`config.mk`:
```
export PLATFORM = sky130hd
export DESIGN_NAME = spimh_ctrl
export DESIGN_NICKNAME = d
export VERILOG_FILES = /design/src/spimh_buf.v /design/src/spimh_ctrl.v
export VERILOG_INCLUDE_DIRS = /design/src
export SDC_FILE = /design/constraint.sdc
export NUM_CORES = 1
export LEC_CHECK = 0
export ABC_AREA = 1
export BUFFER_PORTS_ARGS = -buffer_cell sky130_fd_sc_hd__buf_2
export CAP_MARGIN = 10
export CORE_MARGIN = 4
export CORE_UTILIZATION = 45
export CTS_BUF_LIST = sky130_fd_sc_hd__clkbuf_16
export CTS_CLUSTER_DIAMETER = 30
export CTS_CLUSTER_SIZE = 24
export DETAILED_ROUTE_END_ITERATION = 10
export PLACE_DENSITY_LB_ADDON = 0.1
export SYNTH_ARGS = -nofsm -noshare
export SYNTH_HDL_FRONTEND = slang
export SYNTH_SLANG_ARGS = --single-unit
```
`constraint.sdc`:
```
create_clock -name clk -period 1.9 [get_ports clk]
set_clock_uncertainty 0.2 [all_clocks]
set_input_delay 0.095 -clock clk [delete_from_list [all_inputs] [get_ports clk]]
set_output_delay 0.095 -clock clk [all_outputs]
set_load 0.05 [all_outputs]
```
`src/spimh_consts.vh`:
```
/*
 * Constants for the SPI host-side controller: register offsets, field
 * positions, reset values, states and timing.
 * Assumes inclusion by bare name from design files in the same folder.
 */
`ifndef SPIMH_CONSTS_VH
`define SPIMH_CONSTS_VH

// ----------------------------------------------------------------------
// Register byte offsets on the AHB-Lite slave
// ----------------------------------------------------------------------
`define SPIMH_OFS_CTRL 8'h00
`define SPIMH_OFS_STAT 8'h04
`define SPIMH_OFS_TX 8'h08
`define SPIMH_OFS_RX 8'h0C
`define SPIMH_OFS_DIV 8'h10

// ----------------------------------------------------------------------
// Control register fields
// ----------------------------------------------------------------------
`define SPIMH_CTRL_CPOL 0
`define SPIMH_CTRL_CPHA 1
`define SPIMH_CTRL_SEL 2
`define SPIMH_CTRL_AUTO 3
`define SPIMH_CTRL_W 4
`define SPIMH_CTRL_RST 4'h8

// ----------------------------------------------------------------------
// Status register fields
// ----------------------------------------------------------------------
`define SPIMH_ST_BUSY 0
`define SPIMH_ST_DONE 1
`define SPIMH_ST_COLL 2

// ----------------------------------------------------------------------
// Clock divider and byte size
// ----------------------------------------------------------------------
`define SPIMH_DIV_W 8
`define SPIMH_DIV_RST 8'h10
`define SPIMH_DIV_MIN 8'h02
`define SPIMH_BITS 4'h8
`define SPIMH_HALF_NS 100
`define SPIMH_CLK_NS 5

// ----------------------------------------------------------------------
// Main state machine encodings
// ----------------------------------------------------------------------
`define SPIMH_S_IDLE 2'h0
`define SPIMH_S_SETUP 2'h1
`define SPIMH_S_SHIFT 2'h2
`define SPIMH_S_HOLD 2'h3

`endif

```
`src/spimh_buf.v`:
```
/*
 * Two-entry byte store; only entry 0 is written, holding the last transmitted byte.
 * Assumes one writer per port on clk; read data come from a register.
 */
module spimh_buf (
    // Clock and reset
    input wire clk,
    input wire rst_b,
    // Write side
    input wire wr_en,
    input wire wr_addr,
    input wire [7:0] wr_data,
    // Read side
    input wire rd_addr,
    output reg [7:0] rd_data
);

reg [7:0] mem_reg [0:1];

always @(posedge clk)
begin
    if (!rst_b)
    begin
        mem_reg[0] <= 8'h00;
        mem_reg[1] <= 8'h00;
        rd_data <= 8'h00;
    end
    else
    begin
        if (wr_en)
        begin
            mem_reg[wr_addr] <= wr_data;
        end
        rd_data <= mem_reg[rd_addr];
    end
end

endmodule

```
`src/spimh_ctrl.v`:
```
/*
 * SPI master controller that drives an external byte-wide SPI peripheral
 * working as a slave, over its SCK, MOSI, MISO and SS pins.
 * Assumes an AHB-Lite master on clk with single word transfers and a
 * peripheral that samples and shifts on the edges chosen by CPOL/CPHA.
 */
`include "spimh_consts.vh"

module spimh_ctrl (
    // Clock and reset
    input wire clk,
    input wire rst_b,
    // AHB-Lite slave
    input wire hsel,
    input wire [7:0] haddr,
    input wire [1:0] htrans,
    input wire hwrite,
    input wire [2:0] hsize,
    input wire [31:0] hwdata,
    input wire hready,
    output reg [31:0] hrdata,
    output reg hreadyout,
    output reg hresp,
    // SPI pins
    output reg sck,
    output reg mosi,
    output reg mosi_oe,
    input wire miso,
    output reg ss_b
);

// ----------------------------------------------------------------------
// Timing
// ----------------------------------------------------------------------
localparam integer GAP_INT =
    (`SPIMH_HALF_NS + `SPIMH_CLK_NS - 1) / `SPIMH_CLK_NS;
localparam [`SPIMH_DIV_W-1:0] GAP_CYC = GAP_INT[`SPIMH_DIV_W-1:0];

// ----------------------------------------------------------------------
// Registers
// ----------------------------------------------------------------------
reg [`SPIMH_CTRL_W-1:0] ctrl_reg;
reg [`SPIMH_DIV_W-1:0] div_reg;
reg [1:0] state_reg;
reg [`SPIMH_DIV_W-1:0] cnt_reg;
reg [3:0] bit_reg;
reg phase_reg;
reg [7:0] sh_reg;
reg done_reg;
reg coll_reg;
reg miso_s1_reg;
reg miso_s2_reg;
reg wr_pend_reg;
reg [7:0] addr_reg;
reg rd_pend_reg;
reg [7:0] rx_byte_reg;
wire [7:0] buf_rd;

wire busy = (state_reg != `SPIMH_S_IDLE);
wire addr_ok = hsel && hready && htrans[1];

function [`SPIMH_DIV_W-1:0] spimh_half;
    input [`SPIMH_DIV_W-1:0] d;
    begin
        if (d < `SPIMH_DIV_MIN)
            spimh_half = `SPIMH_DIV_MIN;
        else
            spimh_half = d;
    end
endfunction

// ----------------------------------------------------------------------
// Input synchroniser
// ----------------------------------------------------------------------
always @(posedge clk)
begin
    if (!rst_b)
    begin
        miso_s1_reg <= 1'b0;
        miso_s2_reg <= 1'b0;
    end
    else
    begin
        miso_s1_reg <= miso;
        miso_s2_reg <= miso_s1_reg;
    end
end

// ----------------------------------------------------------------------
// Bus slave: writes land in the data phase; reads answer after one wait.
// ----------------------------------------------------------------------
wire wr_data = wr_pend_reg;
wire tx_wr = wr_data && (addr_reg == `SPIMH_OFS_TX);

always @(posedge clk)
begin
    if (!rst_b)
    begin
        wr_pend_reg <= 1'b0;
        rd_pend_reg <= 1'b0;
        addr_reg <= 8'h00;
        hreadyout <= 1'b1;
        hresp <= 1'b0;
        hrdata <= 32'h0000_0000;
        ctrl_reg <= `SPIMH_CTRL_RST;
        div_reg <= `SPIMH_DIV_RST;
    end
    else
    begin
        wr_pend_reg <= addr_ok && hwrite;
        rd_pend_reg <= addr_ok && !hwrite;
        hreadyout <= !(addr_ok && !hwrite);
        if (addr_ok)
        begin
            addr_reg <= haddr;
        end
        if (wr_data && addr_reg == `SPIMH_OFS_CTRL && !busy)
        begin
            ctrl_reg <= hwdata[`SPIMH_CTRL_W-1:0];
        end
        if (wr_data && addr_reg == `SPIMH_OFS_DIV && !busy)
        begin
            div_reg <= hwdata[`SPIMH_DIV_W-1:0];
        end
        if (rd_pend_reg)
        begin
            case (addr_reg)
                `SPIMH_OFS_CTRL: hrdata <= {28'h0000000, ctrl_reg};
                `SPIMH_OFS_STAT: hrdata <= {29'h0000000, coll_reg, done_reg, busy};
                `SPIMH_OFS_TX: hrdata <= {24'h000000, buf_rd};
                `SPIMH_OFS_RX: hrdata <= {24'h000000, rx_byte_reg};
                `SPIMH_OFS_DIV: hrdata <= {24'h000000, div_reg};
                default: hrdata <= 32'h0000_0000;
            endcase
        end
    end
end

// ----------------------------------------------------------------------
// Status flags: a new event wins over a clear in the same cycle.
// ----------------------------------------------------------------------
wire stat_rd = rd_pend_reg && (addr_reg == `SPIMH_OFS_STAT);
wire rx_rd = rd_pend_reg && (addr_reg == `SPIMH_OFS_RX);
wire byte_end;

always @(posedge clk)
begin
    if (!rst_b)
    begin
        done_reg <= 1'b0;
        coll_reg <= 1'b0;
    end
    else
    begin
        if (byte_end)
            done_reg <= 1'b1;
        else if (rx_rd)
            done_reg <= 1'b0;
        if (tx_wr && busy)
            coll_reg <= 1'b1;
        else if (stat_rd)
            coll_reg <= 1'b0;
    end
end

// ----------------------------------------------------------------------
// Shift engine. Edge 0 of each bit pair is the capture edge, the leading SCK edge only with CPHA clear.
// ----------------------------------------------------------------------
wire cnt_end = (cnt_reg == 8'h00);
assign byte_end = (state_reg == `SPIMH_S_SHIFT) && cnt_end && phase_reg
    && (bit_reg == 4'h1);

always @(posedge clk)
begin
    if (!rst_b)
    begin
        state_reg <= `SPIMH_S_IDLE;
        cnt_reg <= 8'h00;
        bit_reg <= 4'h0;
        phase_reg <= 1'b0;
        sh_reg <= 8'h00;
        rx_byte_reg <= 8'h00;
        sck <= 1'b0;
        mosi <= 1'b0;
        mosi_oe <= 1'b0;
        ss_b <= 1'b1;
    end
    else
    begin
        case (state_reg)
            `SPIMH_S_IDLE:
            begin
                sck <= ctrl_reg[`SPIMH_CTRL_CPOL];
                // A held select under CPHA one survives idle until CTRL is rewritten with CPHA or AUTO clear.
                ss_b <= !ctrl_reg[`SPIMH_CTRL_SEL]
                    && !(ctrl_reg[`SPIMH_CTRL_CPHA] && ctrl_reg[`SPIMH_CTRL_AUTO] && !ss_b);
                mosi_oe <= 1'b0;
                if (tx_wr)
                begin
                    sh_reg <= hwdata[7:0];
                    ss_b <= 1'b0;
                    mosi_oe <= 1'b1;
                    mosi <= hwdata[7];
                    cnt_reg <= spimh_half(div_reg);
                    bit_reg <= `SPIMH_BITS;
                    phase_reg <= 1'b0;
                    state_reg <= `SPIMH_S_SETUP;
                end
            end
            `SPIMH_S_SETUP:
            begin
                cnt_reg <= cnt_reg - 8'h01;
                if (cnt_end)
                begin
                    cnt_reg <= spimh_half(div_reg);
                    state_reg <= `SPIMH_S_SHIFT;
                    if (ctrl_reg[`SPIMH_CTRL_CPHA])
                        sck <= !sck;
                end
            end
            `SPIMH_S_SHIFT:
            begin
                cnt_reg <= cnt_reg - 8'h01;
                if (cnt_end)
                begin
                    cnt_reg <= spimh_half(div_reg);
                    phase_reg <= !phase_reg;
                    if (!phase_reg)
                    begin
                        // Capture edge: with CPHA set it is the second one.
                        sh_reg <= {sh_reg[6:0], miso_s2_reg};
                        sck <= !sck;
                    end
                    else
                    begin
                        mosi <= sh_reg[7];
                        bit_reg <= bit_reg - 4'h1;
                        if (!ctrl_reg[`SPIMH_CTRL_CPHA] || bit_reg != 4'h1)
                            sck <= !sck;
                        if (bit_reg == 4'h1)
                        begin
                            rx_byte_reg <= sh_reg;
                            mosi_oe <= 1'b0;
                            sck <= ctrl_reg[`SPIMH_CTRL_CPOL];
                            cnt_reg <= GAP_CYC;
                            state_reg <= `SPIMH_S_HOLD;
                        end
                    end
                end
            end
            `SPIMH_S_HOLD:
            begin
                cnt_reg <= cnt_reg - 8'h01;
                if (!ctrl_reg[`SPIMH_CTRL_CPHA] || !ctrl_reg[`SPIMH_CTRL_AUTO])
                    ss_b <= 1'b1;
                else
                    ss_b <= 1'b0;
                if (cnt_end)
                begin
                    mosi_oe <= 1'b0;
                    state_reg <= `SPIMH_S_IDLE;
                end
            end
            default: state_reg <= `SPIMH_S_IDLE;
        endcase
    end
end

// Last transmitted byte kept for read-back.
spimh_buf u_buf (
    .clk(clk),
    .rst_b(rst_b),
    .wr_en(tx_wr && !busy),
    .wr_addr(1'b0),
    .wr_data(hwdata[7:0]),
    .rd_addr(1'b0),
    .rd_data(buf_rd)
);

endmodule

```
==> results.md <==
* Synth cell types at 42
* Startpoint Class: register
* Number of max-cap violations at 0
* Syn_area_per_cell at 7.32 um2
* Worst-path cell chain: inv_1, nand4_1, inv_2, nand2_2, nor2_1, nand2_1, nor2_1
* Final worst slack at 140 ps
* Vias at 3,922
* CP max FO at 8
* DIE WIDTH at approximately 110 um
* Post-route insts no fill at a little over 800
* Fill cells at between 900 and 1,000
* Slew @ Worst Pin at 559 ps
* GR Layer Usage met3 at under 10%
* Routability cong. at approximately 0.86
* Clock Latency Late Sink at roughly 330 ps
* Iteration-0 DRC Markers at 218
* Antenna violations before repair at 0
* Total Routing Usage GR at around a fifth
* Synth Warn # at 0
* Worst slew margin relative to its limit at 62.7%
* Dpl cells at 767
* Number of vias per cell at 4.85
* RR Startpoint: addr_reg[4]
* Hold EP: rd_pend_reg
* DPL Wire Length at approximately 8000 um
* Die height at around 110 um
* Critical Path End Type: register
* Cells on Worst Hold Path at 3
* Pwr Density at 1110 mW/mm2
* Register area share after synthesis at 41.0%
* Main synth FF type: dfxtp_1
* Reg2reg path depth at 7
* GR Util met2 at a little under a third
* Die area at 0.0114 mm2
* Leak at between 2 and 3 nW
* Antenna fix cells at 0
* Layout cells sized above 1 at 17.2%
* RSZ-0062 raised after global routing: true
* Critical path class: reg -> reg
* DRT Pass-1 Iters at 4
* Avg WL per Cell at between 10 and 15 um
* TritonCTS clock tree: yes
* Gate Count Post-Synth at roughly 600
* Critical Path Max Stage Delay at 290 ps
* Worst-path clk slew at ~60 ps
* Data required time of the worst path at ~1900 ps
* Root buffer cell: clkbuf_16
* Placement Setup Slack at around 10 ps
* GRT Residual Overflow at 0
* Peak VDD IR at between 0.4 and 0.5 mV
* Seq cells post-synth at 86
* Reg2reg end: u_buf.mem_reg[0][5]
* Total core area at 0.00937 mm2
* Type of the most critical hold path: in -> reg
* H-tree Lvls at 3
* Top Usage Layer GRT: met2
* Critical Path AT at ~1700 ps
* Grt met1 use at 28.4%
* Area grow syn2layout at 21.5%
* Post-synth ARST share at 0%
* Vias in the first global route at 3,583
* First-pass GRT wire length at ~18,000 um
* Final #Nets at 735
* Commonest non-fill, non-tap cells in the layout: 113 x nand2_1, 77 x inv_1, 77 x dfxtp_1
* FP Rows at 35
* CP max stage cell: dfxtp_1
* Status: completed
* CTS Buffer Depth at 2
* F_max at between 0.5 and 0.6 GHz
* Fin. Hold Viols at 0
* WL final at 11,000 um
* Final setup viols at 0
* Tmin final at between 1500 and 2000 ps
* Most numerous cell on the critical path: nor2_1
* Post-route ant nets at 0
* Largest net degree at the start of global routing at 32
* R2r setup slk at 140 ps
* Fin Hold WS at between 200 and 250 ps
* DR DRC count at 0
* Period utilisation layout at around 93%
* Synthesized area at roughly 0.0044 mm2
* Num CTS Buffers at 9
* I/O Buffers at 35
* Min-delay src: htrans[1]
* Commonest non-fill, non-tap cell in the layout: nand2_1
* Slew Limit Fails at 0
* Clock Sinks at 86
* # IOs at 89
* EDFF count, synth at 8
* Initial core utilization at ~47%
-- layer usage --
metal	share of wire, %	up-vias
li1	-	2025
met1	48	1788
met2	46	93
met3	4.3	16
met4	1.5	0
met5	0	-
-- cell families (layout without fill, tap and decap cells) --
| family | Yosys count | after routing | share of synthesized area [%] |
|---|---|---|---|
| AO/OA/AOI/OAI | 100 | 100 | 12.0 |
| flip-flops | 86 | 86 | 41.0 |
| buffers and inverters | 129 | 184 | 13.9 |
| XOR/XNOR | 7 | 7 | 1.39 |
| adder cells (fa/ha/maj) | 9 | 9 | 2.56 |
| AND/OR/NAND/NOR | 269 | 269 | 29.0 |
| other | 1 | 25 | 0.0853 |
-- cells in the mapped netlist (4+ instances only) --
cell,instances,area [um2]
nand2_1,118,443
dfxtp_1,78,1560
inv_1,77,289
nor2_1,63,236
a21oi_1,51,255
nand3_1,44,220
o21ai_0,39,195
buf_4,26,195
nand4_1,17,106
clkbuf_1,10,37.5
ha_1,9,113
edfxtp_1,8,240
buf_2,6,30.0
xor2_1,6,52.6
nand2_2,5,31.3
nor3_1,5,25.0
inv_2,4,15.0
-- power breakdown --
group	internal (mW)	switching (mW)	leakage, nW
clock	1.00	0.693	0.147
sequential	1.98	0.108	0.716
combinational	0.767	1.38	1.72
-- how the worst max path moves through the flow --
stage,startpoint,endpoint,slack (ps),cells past startpoint
after floorplan,state_reg[0],u_buf.mem_reg[0][0],130,7
after global placement,state_reg[0],bit_reg[1],40,9
after detailed placement,state_reg[0],bit_reg[0],10,9
after CTS,state_reg[1],bit_reg[0],30,9
after global routing,addr_reg[4],u_buf.mem_reg[0][5],-7,7
final,addr_reg[4],u_buf.mem_reg[0][5],140,7
-- through the flow --
step | util [%] | instance area, um2 | setup TNS, ps | power [mW]
detailed placement | 50.7 | 4750 | 0 | 4.08
floorplan | - | 4490 | 0 | 3.63
finish | 57.0 | 5340 | 0 | 5.92
global route | 57.0 | 5340 | -14.1 | 6.30
global placement | 50.7 | 4750 | 0 | 4.06
CTS | 55.9 | 5240 | 0 | 5.83
-- critical path, delay by kind of cell (launching register included) --
family	cells	cell delay, ps
buffers and inverters	2	230
and+or+nand+nor	5	880
DFF	1	290
-- cell type report --
class / count / area (um2) / share of cell area (%)
Timing Repair Buffer: 84 / 641 / 12.0
Sequential cell: 86 / 1800 / 33.7
Tap cell: 129 / 161 / 3.02
Clock buffer: 9 / 225 / 4.21
Clock inverter: 7 / 61.3 / 1.15
Multi-Input combinational cell: 410 / 2130 / 39.8
Inverter: 84 / 325 / 6.09
-- what timing repair did --
item,in CTS,in global routing
hold buffers,19,0
setup endpoints to repair,6,53
hold endpoints to repair,38,0
pin swaps,0,3
cloned,0,0
resized for setup,2,18
buffers inserted,0,7
No activity file was read; power rests on OpenSTA's default activity.
